## src/tpts_pkg.sv

```systemverilog
// tpts_pkg: constants for the transmit pulse template sequencer
// assumes an 8-bit microprocessor register port with 8-bit addresses
package tpts_pkg;
  localparam int unsigned TPTS_CODE_W   = 4;
  localparam int unsigned TPTS_NCODES   = 8;
  localparam int unsigned TPTS_IDX_W    = 3;
  localparam int unsigned TPTS_NPRESET  = 8;
  localparam int unsigned TPTS_BODY_N   = 4;
  // register offsets
  localparam logic [7:0] TPTS_RX_CFG_A  = 8'h03;
  localparam logic [7:0] TPTS_TX_CFG_A  = 8'h04;
  localparam logic [7:0] TPTS_DIAG_A    = 8'h0a;
  localparam logic [7:0] TPTS_LLEN_A    = 8'h14;
  localparam logic [7:0] TPTS_CIDX_A    = 8'h16;
  localparam logic [7:0] TPTS_CDATA_A   = 8'h17;
  // field positions
  localparam int unsigned TPTS_RX_UNI_B  = 0;
  localparam int unsigned TPTS_TX_UNI_B  = 0;
  localparam int unsigned TPTS_MLB_B     = 3;
  localparam int unsigned TPTS_TSEL_B    = 6;
  localparam int unsigned TPTS_CUST_EN_B = 7;
  localparam int unsigned TPTS_LLF_LO    = 0;
  // reset values
  localparam logic [7:0] TPTS_REG_RST   = 8'h00;
  localparam logic [7:0] TPTS_LLEN_RST  = 8'h40;
  localparam logic [3:0] TPTS_CODE_ZERO = 4'h0;
  localparam logic [2:0] TPTS_IDX_ZERO  = 3'h0;
  localparam logic [2:0] TPTS_IDX_LAST  = 3'h7;
  // preset templates, entry {len,idx}; len 7 repeats the longest range
  localparam logic [3:0] TPTS_PRESET [TPTS_NPRESET][TPTS_NCODES] = '{
    '{4'hb, 4'ha, 4'ha, 4'ha, 4'h3, 4'h3, 4'h2, 4'h1},
    '{4'hc, 4'hb, 4'ha, 4'ha, 4'h4, 4'h3, 4'h2, 4'h1},
    '{4'he, 4'hc, 4'hb, 4'hb, 4'h5, 4'h4, 4'h2, 4'h1},
    '{4'he, 4'hd, 4'hb, 4'hb, 4'h6, 4'h5, 4'h3, 4'h1},
    '{4'hf, 4'he, 4'hb, 4'hb, 4'h8, 4'h5, 4'h3, 4'h1},
    '{4'hf, 4'hc, 4'hb, 4'ha, 4'h8, 4'h5, 4'h3, 4'h1},
    '{4'hf, 4'hc, 4'ha, 4'ha, 4'ha, 4'h5, 4'h3, 4'h1},
    '{4'hf, 4'hc, 4'ha, 4'ha, 4'ha, 4'h5, 4'h3, 4'h1}
  };
  typedef enum logic [1:0] {
    TPTS_IDLE = 2'b00,
    TPTS_BODY = 2'b01,
    TPTS_TAIL = 2'b11
  } tpts_state_t;
endpackage

```

## src/tpts_code_store.sv

```systemverilog
// tpts_code_store: eight custom amplitude codes in flip-flops
// assumes writes and reads come from the register port on ref_clk
`timescale 1ns/100ps
module tpts_code_store
  import tpts_pkg::*;
#(
  parameter int unsigned CODE_W = TPTS_CODE_W,
  parameter int unsigned NCODES = TPTS_NCODES,
  parameter int unsigned IDX_W  = TPTS_IDX_W
) (
  // clock and reset
  input  wire logic              ref_clk,
  input  wire logic              rst_b,
  // write port
  input  wire logic              wr_en,
  input  wire logic [IDX_W-1:0]  wr_idx,
  input  wire logic [CODE_W-1:0] wr_code,
  // read ports
  input  wire logic [IDX_W-1:0]  host_idx,
  output logic      [CODE_W-1:0] host_code,
  input  wire logic [IDX_W-1:0]  seq_idx,
  output logic      [CODE_W-1:0] seq_code
);
  initial begin
    if (NCODES != (1 << IDX_W)) $error("code count must fill the index");
  end

  logic [CODE_W-1:0] mem_r   [NCODES];
  logic [CODE_W-1:0] mem_nxt [NCODES];

  genvar g;
  generate
    for (g = 0; g < NCODES; g++) begin : g_ent
      always_comb begin
        mem_nxt[g] = mem_r[g];
        if (wr_en && wr_idx == IDX_W'(g)) begin
          mem_nxt[g] = wr_code;
        end
      end
      always_ff @(posedge ref_clk or negedge rst_b) begin
        if (!rst_b) begin
          mem_r[g] <= '0;
        end else begin
          mem_r[g] <= mem_nxt[g];
        end
      end
    end
  endgenerate

  assign host_code = mem_r[host_idx];
  assign seq_code  = mem_r[seq_idx];
endmodule

```

## src/tpts_sequencer.sv

```systemverilog
// tpts_sequencer: pulse template sequencer with its register port
// assumes an 8-bit register port synchronous to ref_clk, ref_clk as
// the high-speed clock, line clock and pulse inputs from another domain
`timescale 1ns/100ps
module tpts_sequencer
  import tpts_pkg::*;
#(
  parameter int unsigned CODE_W = TPTS_CODE_W
) (
  // clock and reset
  input  wire logic              ref_clk,
  input  wire logic              rst_b,
  // register port
  input  wire logic              reg_wr,
  input  wire logic              reg_rd,
  input  wire logic [7:0]        reg_addr,
  input  wire logic [7:0]        reg_wdata,
  output logic      [7:0]        reg_rdata,
  // line side inputs
  input  wire logic              transmit_line_clock,
  input  wire logic              pulse_pos,
  input  wire logic              pulse_neg,
  // converter codes
  output logic      [CODE_W-1:0] line_out_positive,
  output logic      [CODE_W-1:0] line_out_negative,
  // monitor slicer results and recovery inputs
  input  wire logic              mon_pos,
  input  wire logic              mon_neg,
  input  wire logic              line_rx_pos,
  input  wire logic              line_rx_neg,
  output logic                   receive_clock_recovery_pos,
  output logic                   receive_clock_recovery_neg,
  // mode levels to the rest of the device
  output logic                   receive_unipolar_select,
  output logic                   transmit_unipolar_select,
  output logic                   metallic_loopback
);
  initial begin
    if (CODE_W != TPTS_CODE_W) $error("code width fixed by the templates");
  end

  // registers
  logic [7:0] rx_cfg_r, rx_cfg_nxt, tx_cfg_r, tx_cfg_nxt;
  logic [7:0] diag_r, diag_nxt, llen_r, llen_nxt;
  logic [TPTS_IDX_W-1:0] cidx_r, cidx_nxt;
  logic [7:0] rdata_r, rdata_nxt;
  logic [CODE_W-1:0] host_code, seq_code;
  logic code_wr;

  assign code_wr = reg_wr && reg_addr == TPTS_CDATA_A;

  always_comb begin
    rx_cfg_nxt = rx_cfg_r;
    tx_cfg_nxt = tx_cfg_r;
    diag_nxt   = diag_r;
    llen_nxt   = llen_r;
    cidx_nxt   = cidx_r;
    if (reg_wr) begin
      unique case (reg_addr)
        TPTS_RX_CFG_A: rx_cfg_nxt = reg_wdata;
        TPTS_TX_CFG_A: tx_cfg_nxt = reg_wdata;
        TPTS_DIAG_A:   diag_nxt   = reg_wdata;
        TPTS_LLEN_A:   llen_nxt   = reg_wdata;
        TPTS_CIDX_A:   cidx_nxt   = reg_wdata[TPTS_IDX_W-1:0];
        default:       ;
      endcase
    end
    rdata_nxt = TPTS_REG_RST;
    if (reg_rd) begin
      unique case (reg_addr)
        TPTS_RX_CFG_A: rdata_nxt = rx_cfg_r;
        TPTS_TX_CFG_A: rdata_nxt = tx_cfg_r;
        TPTS_DIAG_A:   rdata_nxt = diag_r;
        TPTS_LLEN_A:   rdata_nxt = llen_r;
        TPTS_CIDX_A:   rdata_nxt = {5'h00, cidx_r};
        TPTS_CDATA_A:  rdata_nxt = {4'h0, host_code};
        default:       rdata_nxt = TPTS_REG_RST;
      endcase
    end
  end

  always_ff @(posedge ref_clk or negedge rst_b) begin
    if (!rst_b) begin
      rx_cfg_r  <= TPTS_REG_RST;
      tx_cfg_r  <= TPTS_REG_RST;
      diag_r    <= TPTS_REG_RST;
      llen_r    <= TPTS_LLEN_RST;
      cidx_r    <= TPTS_IDX_ZERO;
      rdata_r   <= TPTS_REG_RST;
    end else begin
      rx_cfg_r  <= rx_cfg_nxt;
      tx_cfg_r  <= tx_cfg_nxt;
      diag_r    <= diag_nxt;
      llen_r    <= llen_nxt;
      cidx_r    <= cidx_nxt;
      rdata_r   <= rdata_nxt;
    end
  end
  assign reg_rdata = rdata_r;

  // custom codes
  logic [TPTS_IDX_W-1:0] step_r, step_nxt;
  tpts_code_store #(
    .CODE_W (CODE_W),
    .NCODES (TPTS_NCODES),
    .IDX_W  (TPTS_IDX_W)
  ) u_store (
    .ref_clk   (ref_clk),
    .rst_b     (rst_b),
    .wr_en     (code_wr),
    .wr_idx    (cidx_r),
    .wr_code   (reg_wdata[CODE_W-1:0]),
    .host_idx  (cidx_r),
    .host_code (host_code),
    .seq_idx   (step_r),
    .seq_code  (seq_code)
  );

  // line inputs cross in through two flip-flops
  logic [2:0] sy1_r, sy2_r;
  logic lclk_d_r;
  always_ff @(posedge ref_clk or negedge rst_b) begin
    if (!rst_b) begin
      sy1_r    <= 3'h0;
      sy2_r    <= 3'h0;
      lclk_d_r <= 1'b0;
    end else begin
      sy1_r    <= {transmit_line_clock, pulse_pos, pulse_neg};
      sy2_r    <= sy1_r;
      lclk_d_r <= sy2_r[2];
    end
  end

  // the sequence is stepped on ref_clk rising edges; this clock stands for
  // the high-speed clock, a fixed half-period earlier than its falling edge
  tpts_state_t st_r, st_nxt;
  logic        neg_r, neg_nxt;
  logic [CODE_W-1:0] pos_o_r, pos_o_nxt, neg_o_r, neg_o_nxt;
  logic        start, shaper_on, sel_preset;
  logic [CODE_W-1:0] code_now;
  logic [2:0]  llf;

  assign llf        = llen_r[TPTS_LLF_LO +: 3];
  assign shaper_on  = !tx_cfg_r[TPTS_TX_UNI_B];
  assign start      = lclk_d_r && !sy2_r[2] && (sy2_r[1] ^ sy2_r[0]);
  // custom codes only once re-enabled; otherwise the preset table
  assign sel_preset = !llen_r[TPTS_CUST_EN_B];
  // select bit clear also falls back to the shortest template
  assign code_now   = sel_preset ?
                      TPTS_PRESET[llen_r[TPTS_TSEL_B] ? llf : 3'h0][step_r]
                      : seq_code;

  always_comb begin
    st_nxt    = st_r;
    step_nxt  = step_r;
    neg_nxt   = neg_r;
    pos_o_nxt = TPTS_CODE_ZERO;
    neg_o_nxt = TPTS_CODE_ZERO;
    unique case (st_r)
      TPTS_IDLE: begin
        if (start && shaper_on) begin
          st_nxt   = TPTS_BODY;
          step_nxt = TPTS_IDX_ZERO;
          neg_nxt  = sy2_r[0];
        end
      end
      TPTS_BODY, TPTS_TAIL: begin
        // body on the polarity side, tail on the other
        if ((st_r == TPTS_BODY) != neg_r) pos_o_nxt = code_now;
        else neg_o_nxt = code_now;
        step_nxt = step_r + 3'h1;
        if (step_r == 3'(TPTS_BODY_N - 1)) st_nxt = TPTS_TAIL;
        if (step_r == TPTS_IDX_LAST) begin
          st_nxt   = TPTS_IDLE;
          step_nxt = TPTS_IDX_ZERO;
        end
        if (!shaper_on) begin
          st_nxt   = TPTS_IDLE;
          step_nxt = TPTS_IDX_ZERO;
        end
      end
      default: begin
        st_nxt   = TPTS_IDLE;
        step_nxt = TPTS_IDX_ZERO;
      end
    endcase
  end

  always_ff @(posedge ref_clk or negedge rst_b) begin
    if (!rst_b) begin
      st_r    <= TPTS_IDLE;
      step_r  <= TPTS_IDX_ZERO;
      neg_r   <= 1'b0;
      pos_o_r <= TPTS_CODE_ZERO;
      neg_o_r <= TPTS_CODE_ZERO;
    end else begin
      st_r    <= st_nxt;
      step_r  <= step_nxt;
      neg_r   <= neg_nxt;
      pos_o_r <= pos_o_nxt;
      neg_o_r <= neg_o_nxt;
    end
  end
  assign line_out_positive = pos_o_r;
  assign line_out_negative = neg_o_r;

  // loopback mux; monitor levels come from fixed-threshold slicers, so long
  // templates may loop back wrong data; loopback does not force the shortest template
  logic [1:0] msy1_r, msy2_r, rsy1_r, rsy2_r, rec_r, rec_nxt;
  logic [2:0] mode_r, mode_nxt;
  always_comb begin
    mode_nxt = {rx_cfg_r[TPTS_RX_UNI_B], tx_cfg_r[TPTS_TX_UNI_B],
                diag_r[TPTS_MLB_B]};
    rec_nxt  = diag_r[TPTS_MLB_B] ? msy2_r : rsy2_r;
  end
  always_ff @(posedge ref_clk or negedge rst_b) begin
    if (!rst_b) begin
      msy1_r <= 2'h0;
      msy2_r <= 2'h0;
      rsy1_r <= 2'h0;
      rsy2_r <= 2'h0;
      rec_r  <= 2'h0;
      mode_r <= 3'h0;
    end else begin
      msy1_r <= {mon_pos, mon_neg};
      msy2_r <= msy1_r;
      rsy1_r <= {line_rx_pos, line_rx_neg};
      rsy2_r <= rsy1_r;
      rec_r  <= rec_nxt;
      mode_r <= mode_nxt;
    end
  end
  assign receive_clock_recovery_pos = rec_r[1];
  assign receive_clock_recovery_neg = rec_r[0];
  assign receive_unipolar_select    = mode_r[2];
  assign transmit_unipolar_select   = mode_r[1];
  assign metallic_loopback          = mode_r[0];
endmodule

```

## config.mk

```make
export PLATFORM = sky130hd
export DESIGN_NAME = tpts_sequencer
export DESIGN_NICKNAME = d
export VERILOG_FILES = /design/src/tpts_pkg.sv /design/src/tpts_code_store.sv /design/src/tpts_sequencer.sv
export SDC_FILE = /design/constraint.sdc
export NUM_CORES = 1
export LEC_CHECK = 0
export ABC_CLOCK_PERIOD_IN_PS = 4800
export BUFFER_PORTS_ARGS = -buffer_cell sky130_fd_sc_hd__buf_2
export CORE_ASPECT_RATIO = 1.1
export CORE_MARGIN = 2
export CORE_UTILIZATION = 40
export DETAILED_ROUTE_END_ITERATION = 8
export GPL_ROUTABILITY_DRIVEN = 0
export HOLD_SLACK_MARGIN = 0.1
export PLACE_DENSITY_LB_ADDON = 0.08
export SETUP_SLACK_MARGIN = 0.1
export SLEW_MARGIN = 30
export SYNTH_ARGS = -nofsm -noshare
export SYNTH_HDL_FRONTEND = slang
export SYNTH_SLANG_ARGS = --single-unit
```

## constraint.sdc

```tcl
create_clock -name ref_clk -period 4.8 [get_ports ref_clk]
set_input_delay 0.72 -clock ref_clk [delete_from_list [all_inputs] [get_ports ref_clk]]
set_output_delay 0.72 -clock ref_clk [all_outputs]
set_load 0.03 [all_outputs]
```

; Word level (Yosys, flattened, before mapping)
; Memories as Yosys holds them, arrays and structs flattened.
; Index checks and enable logic that the tools add are counted.
[word_totals]
ff_bits = 109
latch_bits = 0
mem_bits_rw = 0
rom_bits = 256
inputBits = 27
n_memories = 1
[classes]
addsub = 1
n_mul = 0
div_mod_pow = 0
n_lt_le_gt_ge = 3
eq_ne = 20
shift = 0
n_mux = 29
n_bitwise = 4
n_reduce_logical = 24
[memory_table]
columns = name, depth, width, read_ports, rd_clocked_by_memory_dff, write_ports, line
row1 = (no name shown), 8, 32, 1, 0, 0, tpts_sequencer.sv:150  ; TPTS_PRESET[llen_r[TPTS_TSEL_B] ? llf : 3'h0][step_r]
[op_table]
columns = cell, n
row1 = $mux 32, 2
row2 = $pmux 8 s6, 1
row3 = $mux 4, 11
row4 = $bmux 4 s3, 3
row5 = $eq 8x5->1 const B, 3
row6 = $eq 3x3->1 const B, 5
row7 = $reduce_and 2->1, 7
row8 = $ge 4x4->1 const B, 3
row9 = $logic_and 1x1->1, 12
row10 = $mux 3, 4
row11 = $not 3->4, 3
row12 = $mux 2, 5
row13 = $eq 3x2->1 const B, 3
row14 = $eq 8x2->1 const B, 1
row15 = $eq 8x3->1 const B, 1
row16 = $eq 8x4->1 const B, 1
row17 = $mux 8, 1
row18 = $pmux 3 s2, 1
row19 = $ne 4x4->1 const B, 1
row20 = $pmux 2 s2, 1
row21 = $add 3x1->3 const B, 1
row22 = $eq 3x1->1 const B, 1
row23 = $logic_not 3->1, 1
row24 = $eq 2x1->1 const B, 1
row25 = other kinds (7), 8

; Longest topological paths before layout
[logic_depth]
word_depth = 11
mapped_depth = 9

; Cells and area by module
; From an unflattened synthesis, not the netlist that was laid out.
[unflattened]
hier_cells = 370
hier_area_um2 = 5211.2
[by_module_without_submodules]
columns = mod, instances, cells_per_inst, area_each_um2, seq_area_each_um2
row1 = tpts_sequencer, 1, 270, 3415.8, 1928.1
row2 = tpts_code_store, 1, 100, 1795.5, 800.8

; Worst setup path after synthesis
; OpenSTA, ideal clock, no wires.
[synth_path]
path_type = input to register
startpoint = in reg_addr[0]
endpoint = reg llen_r[1]
setup_time_ps = 125
arrival_ps = 2204
t_required_ps = 4675
setup_slack_ps = 2471
path_stages = 7
path_buffers = 2
cell_sequence = buf_6 > or4b_4 > or2_1 > buf_6 > inv_6 > nand3_4 > mux2_4
[synth_via]
elab_chain_cells = 2
[synth_rtl]
columns = element, line
row1 = start: declaration, tpts_sequencer.sv:16  ; input wire logic [7:0] reg_addr,
row2 = $eq 8x5->1, tpts_sequencer.sv:59  ; unique case (reg_addr)
row3 = $reduce_and 2->1 (no line), n/a
row4 = end signal: assignment, tpts_sequencer.sv:94  ; llen_r <= llen_nxt;
row5 = end: declaration, tpts_sequencer.sv:44  ; logic [7:0] diag_r, diag_nxt, llen_r, llen_nxt;
; No other way between the ends.
; A chain may end at the register's enable or synchronous reset.

; Final worst setup path
[layout_path]
startpoint = in reg_addr[5]
endpoint = reg u_store.mem_r[14] (netlist name)
[layout_via]
elab_chain_cells = 3
[layout_rtl]
columns = element, line
row1 = $eq 8x5->1, tpts_sequencer.sv:50  ; assign code_wr = reg_wr && reg_addr == TPTS_CDATA_A;
row2 = $logic_and 1x1->1, tpts_sequencer.sv:50
row3 = $logic_and 1x1->1, tpts_code_store.sv:36  ; if (wr_en && wr_idx == IDX_W'(g)) begin
row4 = end signal: indexed assignment, tpts_code_store.sv:44  ; mem_r[g] <= mem_nxt[g];
row5 = end: declaration, tpts_code_store.sv:28  ; logic [CODE_W-1:0] mem_r [NCODES];
; No other way between the ends.

==> run_results.csv <==
group,metric,value,unit
outcome,outcome,"completed",
worst_setup_path,end_kind,"flip-flop",
cts,postCtsHoldBufs,0,
die,rows,43,
sta,post-route-period-util,50.30,%
grt,grt_pass1_wl,18710,microns
sta,maxSlewViolCount,0,
cts,cts_tree,"built",
worst_hold_path,min_to,"rsy2_r[0]$_DFF_PN0_",
cts,clockBufferDepth,2,
die,die_area,13820,sq um
yosys,async_reset_ff_share,100.0,%
routing,via_per_inst,5.461,
routing,wirelength,11360,microns
routing,first_iter_violations,163,
sta,setup_viol,0,
die,io_pins,48,
worst_setup_path,start_kind,"input port",
yosys,ys_top_cells_by_area,"dfrtp_1, mux2_2, mux4_2",
yosys,synthTopCellsByCount,"dfrtp_1, mux2_2, nand2_1, nor2_1, clkbuf_1",
final_layout,drive_above_1_share,35.81,%
power,p_int,1.683,mW
sta,final_hold_viol_count,0,
worst_setup_path,critPathMaxFanout,9,
yosys,syn_inst,402,
cts,cts-root-buf,"clkbuf_16",
worst_hold_path,min_path_type,"flip-flop to flip-flop",
routing,ant_nets,0,
final_layout,n_fill_cell,1168,
worst_setup_path,rr_startpoint,"cidx_r[1]$_DFFE_PN0P_",
worst_setup_path,cp_data_arrival_time,2650,ps
grt,grt_max_degree,72,
final_layout,fin_util,46.48,%
final_layout,diodes,0,
sta,clock.fmax,414.2,MHz
power,p_switching,649.3,uW
final_layout,seqCellArea,2730,sq um
power,p_comb_share,15.8,%
cts,numCtsBuffers,9,
worst_hold_path,hold_depth,0,
sta,slew_headroom,39.00,%
sta,whs,347.2,ps
worst_setup_path,crit_type,"input port to flip-flop",
sta,rsz0062_at_grt,"no",
routing,routedWlPerCell,18.90,microns
cts,path_clk_slew,70,ps
grt,grt_pass1_vias,3371,
cts,clkSinkCount,109,
die,start_util,40.97,%
sta,period_needed,2415,ps
yosys,synth_nets,438,
power,cellPowerDensity,398.5,nW/um^2
power,ir_worst_vdd,239.6,uV
sta,fin_skew,9.247,ps
yosys,synth_ff_type,"dfrtp_1",
worst_setup_path,r2r_cells,3,
die,die_width,112.3,microns
cts,post_cts_resized,0,
routing,drc_errors,0,
yosys,synth_edf_count,0,
worst_hold_path,hold_start,"rsy1_r[0]$_DFF_PN0_",
power,p_seq_share,47.5,%
worst_setup_path,cp.required,5030,ps
cts,h-tree-depth,3,
yosys,ys_types,56,
worst_setup_path,rrSetupSlack,2540,ps
grt,antenna_found_initial,0,
yosys,ys_warn_count,0,
placed_design,port_buffers,47,
routing,dr.pass1.iters,4,
grt,grt-ovfl-total,0,
power,power.share.switching,27.84,%
placed_design,preCtsSetupSlack,1981,ps
final_layout,syn2layout_area_growth,13.46,%
yosys,netlist_area,5157,sq um
yosys,syn_avg_cell_area,12.83,sq um
final_layout,multi_input_comb_area,2290,sq um
power,total_power,2.332,mW
yosys,synth_seq_area_share,52.91,%
cts,clk_latency,350,ps
placed_design,hpwl,7912,microns
sta,tns,0,ps
cts,cts_post_setup_buffers_inserted,0,
power,p_leak,2.799,nW
power,power.share.clock,36.8,%
grt,grtUsageTotal,17.80,%
worst_setup_path,r2r-end,"u_store.mem_r[22]$_DFFE_PN0P_",
die,core-area,12590,sq um
run,maxCapViolations,0,
sta,fin_ws,2385,ps
die,die_h,123.1,microns
final_layout,final_nets,476,
routing,vias,3282,
yosys,ys_seq_elements,109,
yosys,synth_top_area_cell,"dfrtp_1",
yosys,yosysMostFrequentCell,"dfrtp_1",
sta,worstMarginPinSlew,903.1,ps
yosys,yosys.area.top_type_share,52.40,%
kinds of logic (layout without fill, tap and decap cells):
family | count (synthesis) | in the layout | share of synthesized area, %
DFF | 109 | 109 | 52.91
muxes | 99 | 99 | 24.14
and+or+nand+nor | 97 | 97 | 10.19
AOI/OAI and AO/OA | 56 | 56 | 7.545
buffers and inverters | 30 | 72 | 2.693
adders and majority gates | 9 | 9 | 2.183
xor gates and xnor gates | 2 | 2 | 0.3397
through the flow:
stage	std cells	instance area [sq um]
4_1_cts	601	5848
2_1_floorplan	402	5157
6_report	601	5852
3_3_place_gp	586	5499
5_1_grt	601	5852
3_5_place_dp	586	5500
layer usage:
metal	part of all wire, %	GRT usage, %
met5	0	0
met4	1.4	6.936
met3	3.0	2.990
met2	49	28.46
met1	47	24.50
layout by cell type, fill, tap and decap left out, drive strengths merged, types with 2 or more instances in the layout:
| cell | synthesis | layout |
|---|---|---|
| mux2 | 74 | 74 |
| nor3b | 3 | 3 |
| or2 | 2 | 2 |
| a21oi | 7 | 7 |
| inv | 8 | 8 |
| o31ai | 2 | 2 |
| o2111ai | 2 | 2 |
| o21ai | 12 | 12 |
| nand3 | 9 | 9 |
| mux2i | 13 | 13 |
| buf | 5 | 48 |
| mux4 | 12 | 12 |
| nor4b | 2 | 2 |
| nor2 | 26 | 26 |
| xnor2 | 2 | 2 |
| o311ai | 2 | 2 |
| nor2b | 6 | 6 |
| a221oi | 2 | 2 |
| a31oi | 5 | 5 |
| bufinv | 0 | 3 |
| nor4 | 2 | 2 |
| clkbuf | 16 | 11 |
| nand2b | 3 | 3 |
| and3 | 2 | 2 |
| ha | 9 | 9 |
| clkinv | 1 | 2 |
| nor3 | 8 | 8 |
| a22oi | 6 | 6 |
| nand2 | 26 | 26 |
| dfrtp | 108 | 108 |
| nand4 | 3 | 3 |
| nand3b | 2 | 2 |
| o2bb2ai | 2 | 2 |
| o22ai | 2 | 2 |
| o211ai | 2 | 2 |
| o22a | 4 | 4 |
power groups by stage:
stage / Sequential (mW) / Clock (mW) / Combinational (mW)
after floorplan: 1.09 / 0 / 0.280
after global placement: 1.12 / 0 / 0.366
after detailed placement: 1.13 / 0 / 0.371
after CTS: 1.11 / 0.880 / 0.372
after global routing: 1.13 / 0.914 / 0.413
final: 1.11 / 0.857 / 0.368
area by class of cell:
type / instances / share of cell area (%)
flip-flops and latches: 109 / 46.65
multi-input cells: 263 / 39.13
clock buffers: 11 / 4.319
repair buffers: 48 / 4.255
well taps: 157 / 3.357
clock inverters: 4 / 1.625
inverters: 9 / 0.6628
sequential cells by signal (all words and copies together) (netlist names), 4 cells and up:
name and cells:
reg_rdata 8, u_store.mem_r 32, diag_r 8, rx_cfg_r 8, llen_r 8, line_out_negative 4
line_out_positive 4, tx_cfg_r 8
how the worst max path moves through the flow:
stage | startpoint | endpoint | cells after the start
6_report | reg_addr[5] | u_store.mem_r[14]$_DFFE_PN0P_ | 5
4_1_cts | reg_addr[5] | u_store.mem_r[12]$_DFFE_PN0P_ | 5
3_5_place_dp | reg_addr[5] | u_store.mem_r[15]$_DFFE_PN0P_ | 5
3_3_place_gp | reg_addr[5] | u_store.mem_r[8]$_DFFE_PN0P_ | 5
2_1_floorplan | reg_addr[0] | llen_r[1]$_DFFE_PN0P_ | 7
5_1_grt | reg_addr[5] | u_store.mem_r[12]$_DFFE_PN0P_ | 5
critical path, cell delays in order:
cell     delay [ps]
buf_2           120
nor3_4          370
nand4_1         340
nor3_1          700
mux2_2          400
No activity file was read; power rests on OpenSTA's default activity.
